--- config.mk ---
export PLATFORM = sky130hd
export DESIGN_NAME = thermo_core
export DESIGN_NICKNAME = d
export VERILOG_FILES = /design/src/rtl/thermo_pkg.sv /design/src/rtl/crc_if.sv /design/src/rtl/crc8_lfsr.sv /design/src/rtl/thermo_core.sv
export SDC_FILE = /design/constraint.sdc
export NUM_CORES = 1
export LEC_CHECK = 0
export ABC_AREA = 1
export BUFFER_PORTS_ARGS = -buffer_cell sky130_fd_sc_hd__buf_4
export CAP_MARGIN = 0
export CORE_UTILIZATION = 39
export DETAILED_ROUTE_END_ITERATION = 16
export PLACE_DENSITY = 0.6
export SETUP_SLACK_MARGIN = 0.02
export SYNTH_ARGS = -nofsm -noshare
export SYNTH_HDL_FRONTEND = slang
export SYNTH_HIERARCHICAL = 1
export SYNTH_SLANG_ARGS = --single-unit
--- constraint.sdc ---
create_clock -name mclk -period 6.3 [get_ports mclk]
set_input_delay 0.945 -clock mclk [delete_from_list [all_inputs] [get_ports mclk]]
set_output_delay 0.945 -clock mclk [all_outputs]
set_load 0.1 [all_outputs]
--- src/rtl/thermo_pkg.sv ---
/*
  shared constants of the thermometer core: command codes, scratchpad layout,
  reset values, conversion timing and the check-byte polynomial.
  assumes a 40 MHz mclk; nothing else.
*/
package thermo_pkg;
  // function command codes
  localparam logic [7:0] CMD_CONVERT = 8'h44;
  localparam logic [7:0] CMD_RD_SP = 8'hBE;
  localparam logic [7:0] CMD_WR_SP = 8'h4E;
  localparam logic [7:0] CMD_COPY_SP = 8'h48;
  localparam logic [7:0] CMD_RECALL = 8'hB8;
  // scratchpad byte indices
  localparam logic [3:0] SP_TEMP_LO = 4'h0;
  localparam logic [3:0] SP_TEMP_HI = 4'h1;
  localparam logic [3:0] SP_HIGH_THR = 4'h2;
  localparam logic [3:0] SP_LOW_THR = 4'h3;
  localparam logic [3:0] SP_CONFIG = 4'h4;
  localparam logic [3:0] SP_CHECK = 4'h8;
  localparam logic [3:0] SP_LAST = 4'h8;
  localparam logic [1:0] WR_LAST = 2'h2;
  // internal bytes 5..7, no fixed meaning
  localparam logic [7:0] SP_INT5 = 8'hFF;
  localparam logic [7:0] SP_INT6 = 8'h0C;
  localparam logic [7:0] SP_INT7 = 8'h10;
  // configuration byte layout
  localparam int CFG_RES_LSB = 5;
  localparam logic [4:0] CFG_ONES = 5'h1F;
  localparam logic [1:0] RES_12BIT = 2'h3;
  localparam logic [1:0] RES_MAX_SHIFT = 2'h3;
  // reset and factory values
  localparam logic [15:0] TEMP_POR = 16'h0550;
  localparam logic [7:0] NV_HIGH_DEF = 8'h7D;
  localparam logic [7:0] NV_LOW_DEF = 8'hC9;
  localparam logic [1:0] NV_RES_DEF = RES_12BIT;
  localparam logic [7:0] IDLE_BYTE = 8'hFF;
  // identity and scratchpad bit counts
  localparam logic [6:0] ROM_BODY_BITS = 7'd56;
  localparam logic [6:0] SP_BODY_BITS = 7'd64;
  // check-byte polynomial x^8+x^5+x^4+1, reflected for lsb-first shifting
  localparam logic [7:0] CRC_POLY_REFL = 8'h8C;
  // timing
  localparam int CLK_NS = 25;
  localparam int US_NS = 1000;
  localparam int US_CYCLES = (US_NS + CLK_NS - 1) / CLK_NS;
  localparam int CONV_MAX_MS = 750;
  localparam int CONV_MAX_US = CONV_MAX_MS * 1000;
  localparam int US_CNT_W = 20;
endpackage

--- src/rtl/crc_if.sv ---
/*
  carrier between the core and its check-byte shifter.
  assumes the shifter is clocked by the same mclk as the core.
*/
`timescale 1ns/10ps
interface crc_if;
  logic clr;
  logic shift;
  logic din;
  logic [7:0] crc;
  modport lfsr (input clr, input shift, input din, output crc);
  modport user (output clr, output shift, output din, input crc);
endinterface

--- src/rtl/crc8_lfsr.sv ---
/*
  serial 8-bit check-byte generator, one bit per enabled cycle, lsb first.
  assumes clr and shift come from the core in the mclk domain.
*/
`timescale 1ns/10ps
module crc8_lfsr (
  // clock and reset
  input wire logic mclk,
  input wire logic arst_n,
  // shifter side
  crc_if.lfsr c
);
  logic [7:0] crc_q;
  logic [7:0] crc_d;
  logic fb;

  always_comb begin
    fb = c.din ^ crc_q[0];
    crc_d = crc_q;
    if (c.clr) begin
      crc_d = 8'h00;
    end else if (c.shift) begin
      crc_d = (crc_q >> 1) ^ (fb ? thermo_pkg::CRC_POLY_REFL : 8'h00);
    end
  end

  always_ff @(posedge mclk or negedge arst_n) begin
    if (!arst_n) begin
      crc_q <= 8'h00;
    end else begin
      crc_q <= crc_d;
    end
  end

  assign c.crc = crc_q;
endmodule

--- src/rtl/thermo_core.sv ---
/*
  thermometer core: conversion, scratchpad, nonvolatile copies, alarm flag,
  identity code and check bytes, behind the bus transaction layer.
  assumes the transaction layer delivers whole command and data bytes and
  asks for read bytes one at a time; all inputs but arst_n and nv_init_n are synchronous to mclk.
*/
`timescale 1ns/10ps
module thermo_core #(
  parameter int CONV_US = thermo_pkg::CONV_MAX_US,
  // arbitrary identity values
  parameter logic [7:0] FAMILY_CODE = 8'h5A,
  parameter logic [47:0] SERIAL_NUM = 48'h0000_1234_5678
) (
  // clock and resets
  input wire logic mclk,
  input wire logic arst_n,
  input wire logic nv_init_n,
  // ROM layer events
  input wire logic rom_ok,
  input wire logic bus_reset,
  // function commands
  input wire logic cmd_valid,
  input wire logic [7:0] cmd_code,
  output logic cmd_refused,
  // write data
  input wire logic wr_valid,
  input wire logic [7:0] wr_data,
  // read data
  input wire logic rd_req,
  output logic rd_ready,
  output logic rd_valid,
  output logic [7:0] rd_data,
  // sensor
  input wire logic [11:0] sensor_raw,
  // status
  output logic conv_busy,
  output logic alarm_flag,
  output logic [63:0] rom_code,
  output logic rom_code_valid
);
  if (CONV_US < 8 || CONV_US >= (1 << thermo_pkg::US_CNT_W)) begin : g_chk
    $error("CONV_US out of range");
  end
  typedef enum logic [1:0] {
    ST_INIT_CRC = 2'b00,
    ST_IDLE = 2'b01,
    ST_CONVERT = 2'b11,
    ST_SP_CRC = 2'b10
  } state_t;
  localparam int DIV_W = $clog2(thermo_pkg::US_CYCLES);
  localparam logic [DIV_W-1:0] DIV_LAST = DIV_W'(thermo_pkg::US_CYCLES - 1);
  localparam int UW = thermo_pkg::US_CNT_W;
  crc_if crc_c ();
  crc8_lfsr u_crc (
    .mclk(mclk),
    .arst_n(arst_n),
    .c(crc_c.lfsr)
  );
  // nonvolatile copies
  logic [7:0] nv_high_q, nv_high_d;
  logic [7:0] nv_low_q, nv_low_d;
  logic [1:0] nv_res_q, nv_res_d;
  // control and scratchpad state
  state_t state_q, state_d;
  logic [6:0] cnt_q, cnt_d;
  logic [DIV_W-1:0] div_q, div_d;
  logic [UW-1:0] us_q, us_d;
  logic [UW-1:0] conv_lim;
  logic [15:0] temp_q, temp_d;
  logic [7:0] high_q, high_d;
  logic [7:0] low_q, low_d;
  logic [1:0] res_q, res_d;
  logic alarm_q, alarm_d;
  logic session_q, session_d;
  logic wr_on_q, wr_on_d;
  logic [1:0] wr_idx_q, wr_idx_d;
  logic rd_on_q, rd_on_d;
  logic [3:0] rd_idx_q, rd_idx_d;
  logic [7:0] sp_crc_q, sp_crc_d;
  logic [7:0] rom_crc_q, rom_crc_d;
  logic rom_ok_q, rom_ok_d;
  logic rd_valid_q, rd_valid_d;
  logic [7:0] rd_data_q, rd_data_d;
  logic refused_q, refused_d;
  logic copy_now;
  logic us_tick;
  logic [55:0] rom_body;
  logic [63:0] sp_body;
  logic [15:0] new_temp;
  logic signed [7:0] temp_int;
  // fixed bits around the resolution field
  function automatic logic [7:0] cfg_byte(input logic [1:0] res);
    cfg_byte = {1'b0, res, thermo_pkg::CFG_ONES};
  endfunction
  function automatic logic [7:0] sp_byte(input logic [3:0] idx, input logic [15:0] t,
                                         input logic [7:0] hi, input logic [7:0] lo,
                                         input logic [1:0] res, input logic [7:0] chk);
    unique case (idx)
      4'h0: sp_byte = t[7:0];
      4'h1: sp_byte = t[15:8];
      4'h2: sp_byte = hi;
      4'h3: sp_byte = lo;
      4'h4: sp_byte = cfg_byte(res);
      4'h5: sp_byte = thermo_pkg::SP_INT5;
      4'h6: sp_byte = thermo_pkg::SP_INT6;
      4'h7: sp_byte = thermo_pkg::SP_INT7;
      4'h8: sp_byte = chk;
      default: sp_byte = thermo_pkg::IDLE_BYTE;
    endcase
  endfunction
  assign rom_body = {SERIAL_NUM, FAMILY_CODE};
  assign sp_body = {thermo_pkg::SP_INT7, thermo_pkg::SP_INT6, thermo_pkg::SP_INT5,
                    cfg_byte(res_q), low_q, high_q, temp_q};
  // time limit shrinks by halves with resolution
  assign conv_lim = UW'(CONV_US >> (thermo_pkg::RES_MAX_SHIFT - res_q));
  assign us_tick = (state_q == ST_CONVERT) && (div_q == DIV_LAST);
  // sign extension over the top four bits
  assign new_temp = {{4{sensor_raw[11]}}, sensor_raw} &
                    (16'hFFFF << (thermo_pkg::RES_MAX_SHIFT - res_q));
  // integer part, sign aligned with threshold msb
  assign temp_int = new_temp[11:4];
  always_comb begin
    state_d = state_q;
    cnt_d = cnt_q;
    div_d = div_q;
    us_d = us_q;
    temp_d = temp_q;
    high_d = high_q;
    low_d = low_q;
    res_d = res_q;
    alarm_d = alarm_q;
    session_d = session_q;
    wr_on_d = wr_on_q;
    wr_idx_d = wr_idx_q;
    rd_on_d = rd_on_q;
    rd_idx_d = rd_idx_q;
    sp_crc_d = sp_crc_q;
    rom_crc_d = rom_crc_q;
    rom_ok_d = rom_ok_q;
    rd_valid_d = 1'b0;
    rd_data_d = rd_data_q;
    refused_d = 1'b0;
    copy_now = 1'b0;
    crc_c.clr = 1'b0;
    crc_c.shift = 1'b0;
    crc_c.din = 1'b0;
    // a completed ROM command opens a session
    if (rom_ok) begin
      session_d = 1'b1;
    end
    if (bus_reset) begin
      session_d = 1'b0;
      wr_on_d = 1'b0;
      rd_on_d = 1'b0;
    end
    unique case (state_q)
      ST_INIT_CRC: begin
        if (cnt_q == 7'd0) begin
          high_d = nv_high_q;
          low_d = nv_low_q;
          res_d = nv_res_q;
        end
        if (cnt_q < thermo_pkg::ROM_BODY_BITS) begin
          crc_c.shift = 1'b1;
          crc_c.din = rom_body[cnt_q[5:0]];
          cnt_d = cnt_q + 7'd1;
        end else begin
          rom_crc_d = crc_c.crc;
          rom_ok_d = 1'b1;
          state_d = ST_IDLE;
        end
      end
      ST_CONVERT: begin
        div_d = us_tick ? '0 : div_q + DIV_W'(1);
        if (us_tick) begin
          us_d = us_q + UW'(1);
          if (us_q == conv_lim - UW'(1)) begin
            temp_d = new_temp;
            alarm_d = (temp_int > $signed(high_q)) || (temp_int < $signed(low_q));
            state_d = ST_IDLE;
          end
        end
      end
      ST_SP_CRC: begin
        // check byte over the eight bytes
        if (cnt_q < thermo_pkg::SP_BODY_BITS) begin
          crc_c.shift = 1'b1;
          crc_c.din = sp_body[cnt_q[5:0]];
          cnt_d = cnt_q + 7'd1;
        end else begin
          sp_crc_d = crc_c.crc;
          rd_on_d = 1'b1;
          rd_idx_d = thermo_pkg::SP_TEMP_LO;
          state_d = ST_IDLE;
        end
      end
      ST_IDLE: begin
        if (cmd_valid) begin
          // refuse without session or while busy
          if (!session_q) begin
            refused_d = 1'b1;
          end else begin
            session_d = 1'b0;
            wr_on_d = 1'b0;
            rd_on_d = 1'b0;
            unique case (cmd_code)
              thermo_pkg::CMD_CONVERT: begin
                div_d = '0;
                us_d = '0;
                state_d = ST_CONVERT;
              end
              // read starts after the check byte is ready
              thermo_pkg::CMD_RD_SP: begin
                crc_c.clr = 1'b1;
                cnt_d = 7'd0;
                state_d = ST_SP_CRC;
              end
              thermo_pkg::CMD_WR_SP: begin
                wr_on_d = 1'b1;
                wr_idx_d = 2'd0;
              end
              thermo_pkg::CMD_COPY_SP: copy_now = 1'b1;
              thermo_pkg::CMD_RECALL: begin
                high_d = nv_high_q;
                low_d = nv_low_q;
                res_d = nv_res_q;
              end
              default: refused_d = 1'b1;
            endcase
          end
        end else if (wr_valid && wr_on_q) begin
          unique case (wr_idx_q)
            2'd0: high_d = wr_data;
            2'd1: low_d = wr_data;
            default: res_d = wr_data[thermo_pkg::CFG_RES_LSB +: 2];
          endcase
          wr_idx_d = wr_idx_q + 2'd1;
          wr_on_d = (wr_idx_q != thermo_pkg::WR_LAST);
        end else if (rd_req && rd_on_q) begin
          // check byte sent regardless of any mismatch
          rd_valid_d = 1'b1;
          rd_data_d = sp_byte(rd_idx_q, temp_q, high_q, low_q, res_q, sp_crc_q);
          rd_idx_d = rd_idx_q + 4'd1;
          rd_on_d = (rd_idx_q != thermo_pkg::SP_LAST);
        end
      end
    endcase
    if (cmd_valid && state_q != ST_IDLE) begin
      refused_d = 1'b1;
    end
  end
  always_ff @(posedge mclk or negedge arst_n) begin
    if (!arst_n) begin
      state_q <= ST_INIT_CRC;
      cnt_q <= 7'd0;
      div_q <= '0;
      us_q <= '0;
      temp_q <= thermo_pkg::TEMP_POR;
      high_q <= thermo_pkg::NV_HIGH_DEF;
      low_q <= thermo_pkg::NV_LOW_DEF;
      res_q <= thermo_pkg::RES_12BIT;
      alarm_q <= 1'b0;
      session_q <= 1'b0;
      wr_on_q <= 1'b0;
      wr_idx_q <= 2'd0;
      rd_on_q <= 1'b0;
      rd_idx_q <= 4'h0;
      sp_crc_q <= 8'h00;
      rom_crc_q <= 8'h00;
      rom_ok_q <= 1'b0;
      rd_valid_q <= 1'b0;
      rd_data_q <= 8'h00;
      refused_q <= 1'b0;
    end else begin
      state_q <= state_d;
      cnt_q <= cnt_d;
      div_q <= div_d;
      us_q <= us_d;
      temp_q <= temp_d;
      high_q <= high_d;
      low_q <= low_d;
      res_q <= res_d;
      alarm_q <= alarm_d;
      session_q <= session_d;
      wr_on_q <= wr_on_d;
      wr_idx_q <= wr_idx_d;
      rd_on_q <= rd_on_d;
      rd_idx_q <= rd_idx_d;
      sp_crc_q <= sp_crc_d;
      rom_crc_q <= rom_crc_d;
      rom_ok_q <= rom_ok_d;
      rd_valid_q <= rd_valid_d;
      rd_data_q <= rd_data_d;
      refused_q <= refused_d;
    end
  end
  // nonvolatile store, untouched by arst_n
  always_comb begin
    nv_high_d = nv_high_q;
    nv_low_d = nv_low_q;
    nv_res_d = nv_res_q;
    if (copy_now) begin
      nv_high_d = high_q;
      nv_low_d = low_q;
      nv_res_d = res_q;
    end
  end
  always_ff @(posedge mclk or negedge nv_init_n) begin
    if (!nv_init_n) begin
      nv_high_q <= thermo_pkg::NV_HIGH_DEF;
      nv_low_q <= thermo_pkg::NV_LOW_DEF;
      nv_res_q <= thermo_pkg::NV_RES_DEF;
    end else begin
      nv_high_q <= nv_high_d;
      nv_low_q <= nv_low_d;
      nv_res_q <= nv_res_d;
    end
  end
  assign cmd_refused = refused_q;
  assign rd_ready = (state_q == ST_IDLE) && rd_on_q;
  assign rd_valid = rd_valid_q;
  assign rd_data = rd_data_q;
  assign conv_busy = (state_q == ST_CONVERT);
  assign alarm_flag = alarm_q;
  // identity with its check byte on top
  assign rom_code = {rom_crc_q, rom_body};
  assign rom_code_valid = rom_ok_q;
endmodule

# Word level (Yosys, flattened, before mapping)
# Memory sizes are Yosys's and may differ from the RTL's.
# Cells that the tools add are included.
dict set report classes {
  n_eq_ne 44
  reduce_logical 31
  muxes 102
  n_bitwise 7
  magnitude_cmp 5
  n_shift 2
  n_addsub 7
}
# operator count
set ops {}
lappend ops {{$mux 8} 15}
lappend ops {{$mux 20} 4}
lappend ops {{$pmux 8 s8} 1}
lappend ops {{$mux 1} 40}
lappend ops {{$pmux 20 s2} 1}
lappend ops {{$mux 7} 5}
lappend ops {{$mux 2} 16}
lappend ops {{$pmux 8 s2} 2}
lappend ops {{$eq 8x7->1 const B} 3}
lappend ops {{$mux 6} 4}
lappend ops {{$reduce_and 6->1} 4}
lappend ops {{$ne 2x2->1 const B} 11}
lappend ops {{$pmux 7 s3} 1}
lappend ops {{$add 20x1->20 const B} 1}
lappend ops {{$eq 20x20->1} 1}
lappend ops {{$shr 20x2->20 const A} 1}
lappend ops {{$sub 20x1->20 const B} 1}
lappend ops {{$and 16x16->16} 1}
lappend ops {{$eq 8x8->1 const B} 2}
lappend ops {{$mux 4} 4}
lappend ops {{$shl 16x2->16 const A} 1}
lappend ops {{$ne 2x1->1 const B} 7}
lappend ops {{$eq 4x3->1 const B} 3}
lappend ops {{$pmux 6 s2} 1}
lappend ops {{42 further kinds} 68}
dict set report word_totals {
  ff_bits 132
  elab_cells 223
  inputBits 36
  mem_bits_ro 64
  output_inout_bits 78
  memories 1
}
# memory words width read_ports rd_ports_with_merged_regs wr line
set memory_table {}
lappend memory_table {{(name not given)} 64 1 1 0 0 thermo_core.sv:165} ;# crc_c.din = rom_body[cnt_q[5:0]];

# Logic depth before layout (Yosys ltp)
dict set report depth {
  word_depth 9
  depth_mapped 16
  ltp_nobuf 16
}

# Modules after synthesis
# Netlist, hierarchy kept.
# mod cells_each area_per_inst_um2 n_inst
set by_module_without_submodules {}
lappend by_module_without_submodules {thermo_core 1155 8202.9 1}
lappend by_module_without_submodules {crc8_lfsr 44 379.1 1}

# Least setup slack after synthesis
# Ideal clock, no wire load.
dict set report synth_timing {
  path_kind {register to output}
  startpoint {reg state_q[1]}
  endpoint {out rd_ready}
  path_stages_with_launch 6
  path_slack_ns 3.790
  path_buffers 1
  arrival_time_ns 1.565
  cell_sequence {dfrtp_1 > inv_1 > ha_1 > buf_4 > nand2_1 > inv_1}
}
dict set report synth_between {
  elab_chain_cells 2
}
# element line
set synth_lines {}
lappend synth_lines {{start, declared} thermo_core.sv:64} ;# state_t state_q, state_d;
lappend synth_lines {{start signal, assigned} thermo_core.sv:275} ;# state_q <= state_d;
lappend synth_lines {{$eq 2x1->1} thermo_core.sv:320} ;# assign rd_ready = (state_q == ST_IDLE) && rd_on_q;
lappend synth_lines {{$logic_and 1x1->1} thermo_core.sv:320}
lappend synth_lines {{end, declared} thermo_core.sv:30} ;# output logic rd_ready,
# Every way passes these cells.

# Final worst setup path
dict set report layout_timing {
  startpoint {reg state_q[1]}
  endpoint {reg rd_idx_q[2]}
}
dict set report layout_between {
  elab_chain_cells 3
  elab_cells_between_ends 9
  cone_classes {eq/ne (6); mux (1); reduce/logical (2)}
}
# element line
set layout_lines {}
lappend layout_lines {{$eq 2x1->1 / $eq 2x2->1 (equally long branches)} thermo_core.sv:156} ;# unique case (state_q)
lappend layout_lines {{$ne 2x2->1 (no source line) / $reduce_bool 2->1 (equally long branches)} -}
lappend layout_lines {{$reduce_and 5->1 (no source line)} -}
lappend layout_lines {{end signal, assigned} thermo_core.sv:288} ;# rd_idx_q <= rd_idx_d;
lappend layout_lines {{end, declared} thermo_core.sv:78} ;# logic [3:0] rd_idx_q, rd_idx_d;
# Several ways; a longest one is shown, not always the timed one.
# A chain may end at the register's enable or synchronous reset.

==> impl_summary.txt <==
----------------------------------------------------
[Placement]
  # placed instances ... 1500
  Dpl hpwl ... 16.8 mm
  I/O Buffers ... 57
  Final Wtd Congestion ... approximately 0.93

[Timing]
  Slew at the pin with the worst max-slew slack ... between 1 and 1.5 ns
  RSZ-0062 raised after global routing ... no
  Time the final worst path needs with I/O delays and setup ... around 3.0 ns
  Fmax ... 332 MHz
  Fin. Hold Viols ... 0
  Setup TNS Final ... 0 ns
  Number of pins with negative max-slew slack in the final report ... 0
  Final period utilization ... 47.8%
  Largest clock skew in the final design ... around 0.014 ns
  Final setup vio count ... 0
  Tightest slew margin relative to the limit ... 31.2%

[Synth]
  Most common cell in the netlist ... sky130_fd_sc_hd__nand2_1
  Synth Instances ... 1199
  Yosys warning total ... 6
  Post-Synthesis Cell Area ... between 8000 and 9000 um^2
  Prevailing post-synth register cell ... sky130_fd_sc_hd__dfrtp_1
  Share of the synthesized area in the top cell type ... between 20% and 30%
  Share of synthesized registers carrying an async set or reset ... 100%
  Leading post-synthesis cells by instance count ... sky130_fd_sc_hd__nand2_1 (364), sky130_fd_sc_hd__inv_1 (137), sky130_fd_sc_hd__dfrtp_1 (100), sky130_fd_sc_hd__nor2_1 (84), sky130_fd_sc_hd__o21ai_0 (81)
  Yosys reg bits ... roughly 130
  Register area share after synthesis ... between 30% and 40%
  Leading cell types by total area after synthesis ... sky130_fd_sc_hd__dfrtp_1 (29%), sky130_fd_sc_hd__nand2_1 (16%), sky130_fd_sc_hd__dfstp_2 (8.6%), sky130_fd_sc_hd__inv_1 (6.0%), sky130_fd_sc_hd__ha_1 (6.0%)
  Dominant cell type by area after synthesis ... sky130_fd_sc_hd__dfrtp_1
  Synth unique cells ... 48
  Synth Area per Inst ... 7.16 um^2
  Number of synthesized flops with an enable pin ... 0

[Clock tree]
  TritonCTS clock tree ... yes
  Root buffer cell ... sky130_fd_sc_hd__clkbuf_16
  Resize count post-CTS ... 0
  Number of buffers inserted to repair setup after CTS ... 0
  Number of sinks driven by the clock tree ... 128
  Maximum buffer depth of the clock tree ... 2
  Clock insertion delay at the later pin of the skew report ... 0.43 ns
  Clock transition at the registers of the reported paths ... around 0.070 ns
  H-Tree Depth ... 4
  Clock buffers created by TritonCTS ... 17
  Total of hold buffers inserted after clock tree synthesis ... 0

[Final layout]
  Final core occ ... around 45%
  Number of nets in the finished design ... 1321
  Area of combinational cells with multiple inputs ... 4420 um^2
  Number of non-filler instances in the completed layout ... 1532
  Area occupied by registers ... 3240 um^2
  N_diodes ... 0
  Share of final-layout standard cells stronger than drive strength 1 ... between 10% and 20%
  Growth of design area from synthesis to finish ... 11.3%
  Number of inserted filler cells in the final layout ... 2178

[Global routing]
  Global-route wire length before repair ... about 36 mm
  Number of global-route vias before repair ... 6925
  Total track usage ... 20.5%
  Initial antenna violation count ... 0
  Overflow left after global routing ... 0
  Pin count of the biggest net entering global routing ... slightly above 60

[Hold path]
  Worst min-delay path class ... in2async

[Worst setup path]
  CP Max Fanout ... 23
  Arrival time worst endpoint ... 3.32 ns
  Req. time, crit path ... 6.61 ns
  Worst setup path category ... reg2reg
  Startpoint types ... flip-flop
  CP Capture Type ... flip-flop

[Routing]
  Per-cell routed wire length ... 14.5 um
  Post-DR vias/cell ... 5.03
  Wire length after detailed routing ... ~22 mm
  Total via count after detailed routing ... 7700
  Number of routed nets with antenna violations ... 0
  DRC errors left ... 0
  Detailed-routing iteration count for the pre-antenna-repair pass ... 5
  Number of DRC markers in iteration 0 ... 616

[Run status]
  Outcome ... complete, no violations

[Power and ir drop]
  Maximum vdd ir drop ... 0.313 mV
  Power Dens Cells ... 428 nW/um^2
  Leakage power figure ... between 4 and 5 nW
  Overall power ... 4.09 mW

[Die]
  Starting utilization of the core area ... 40.3%
  Area of the die ... 22600 um^2
  Chip Height ... 150 um
  Number of top-level pins ... 114
  Row count ... 53
  Die width ... roughly 150 um
  Floorplan core area ... 21300 um^2

[Run]
  Number of max-cap violations ... 0

----------------------------------------------------
## final timing paths
| path | startpoint | to | slack [ns] | depth (start not counted) |
|---|---|---|---|---|
| max | state_q[1]$_DFFE_PN0P_ | rd_idx_q[2]$_DFFE_PN0P_ | 3.29 | 11 |
| min | nv_init_n | nv_low_q[2]$_DFFE_PN0P_ | 0.38 | 1 |
| max reg2reg | state_q[1]$_DFFE_PN0P_ | rd_idx_q[2]$_DFFE_PN0P_ | 3.29 | 11 |
| min reg2reg | low_q[6]$_DFFE_PN1P_ | low_q[6]$_DFFE_PN1P_ | 0.47 | 2 |
| min in group mclk | low_q[6]$_DFFE_PN1P_ | low_q[6]$_DFFE_PN1P_ | 0.47 | 2 |
| max in group asynchronous | arst_n | cnt_q[1]$_DFFE_PN0P_ | 4.50 | 2 |
## routing by layer
metal	part of all wire, %	global-route usage, %
met5	0	0
met4	1.4	5.66
met3	6.4	3.91
met2	44	30.9
met1	48	29.8
## critical path, cell delays in order, from the launching register on
cell                      delay, ns
sky130_fd_sc_hd__dfrtp_1       0.43
sky130_fd_sc_hd__inv_1         0.10
sky130_fd_sc_hd__ha_1          0.53
sky130_fd_sc_hd__nand2_1       0.62
sky130_fd_sc_hd__nor2_1        0.24
sky130_fd_sc_hd__inv_1         0.08
sky130_fd_sc_hd__nor2_2        0.42
sky130_fd_sc_hd__o21ai_2       0.14
sky130_fd_sc_hd__inv_2         0.11
sky130_fd_sc_hd__nand2_1       0.05
sky130_fd_sc_hd__inv_1         0.11
sky130_fd_sc_hd__nor3_1        0.06
## cells by family after synthesis
group                      after synthesis  synth area share (%)
AOI/OAI and AO/OA                      172                  11.2
xor gates and xnor gates                11                  1.12
adders and majority gates               41                  5.98
buffers and inverters                  233                  13.2
DFF                                    128                  37.7
other                                    2                0.0875
and+or+nand+nor                        612                  30.7
## final cells by class
type | instances | share of cell area (%)
repair buffers | 58 | 4.56
multi-input cells | 892 | 46.2
inverters | 147 | 5.78
clock buffers | 17 | 4.45
flip-flops and latches | 128 | 33.9
well taps | 275 | 3.60
clock inverters | 15 | 1.47
## cells in the final DEF (no fill, tap or decap), types with 9 or more instances in the layout
cell                        netlist  layout
sky130_fd_sc_hd__a21oi_1         32      32
sky130_fd_sc_hd__buf_4           58      58
sky130_fd_sc_hd__clkbuf_16        0      17
sky130_fd_sc_hd__conb_1           2      56
sky130_fd_sc_hd__dfrtp_1        100     100
sky130_fd_sc_hd__dfstp_2         28      28
sky130_fd_sc_hd__ha_1            41      41
sky130_fd_sc_hd__inv_1          137     137
sky130_fd_sc_hd__inv_2            9       9
sky130_fd_sc_hd__nand2_1        364     364
sky130_fd_sc_hd__nand3_1         78      78
sky130_fd_sc_hd__nand4_1         38      38
sky130_fd_sc_hd__nor2_1          84      84
sky130_fd_sc_hd__nor3_1          20      20
sky130_fd_sc_hd__o21ai_0         81      81
sky130_fd_sc_hd__o21ai_1         21      21
sky130_fd_sc_hd__o22ai_1         10      10
## report_power, final
group | internal, mW | switching (mW)
Combinational | 0.509 | 1.44
Sequential | 0.998 | 0.191
Clock | 0.523 | 0.430
Total | 2.03 | 2.06
## state kept, by name, summed over array words and instances, names as in the netlist, 8 cells and up
signal,flops
temp_q,12
high_q,8
us_q,20
nv_low_q,8
rom_crc_q,8
u_crc/c.crc,8
rd_data,8
low_q,8
nv_high_q,8
sp_crc_q,8
## stage by stage
step                      area (um^2)  hold WS [ns]  worst slack, ns
after floorplan                  8780         0.442             3.79
after detailed placement         8980         0.458             3.30
after CTS                        9550         0.375             3.31
after global placement           8980         0.456             3.33
after global routing             9550         0.385             2.98
final                            9550         0.381             3.29
Power figures use the tool's default switching activity.
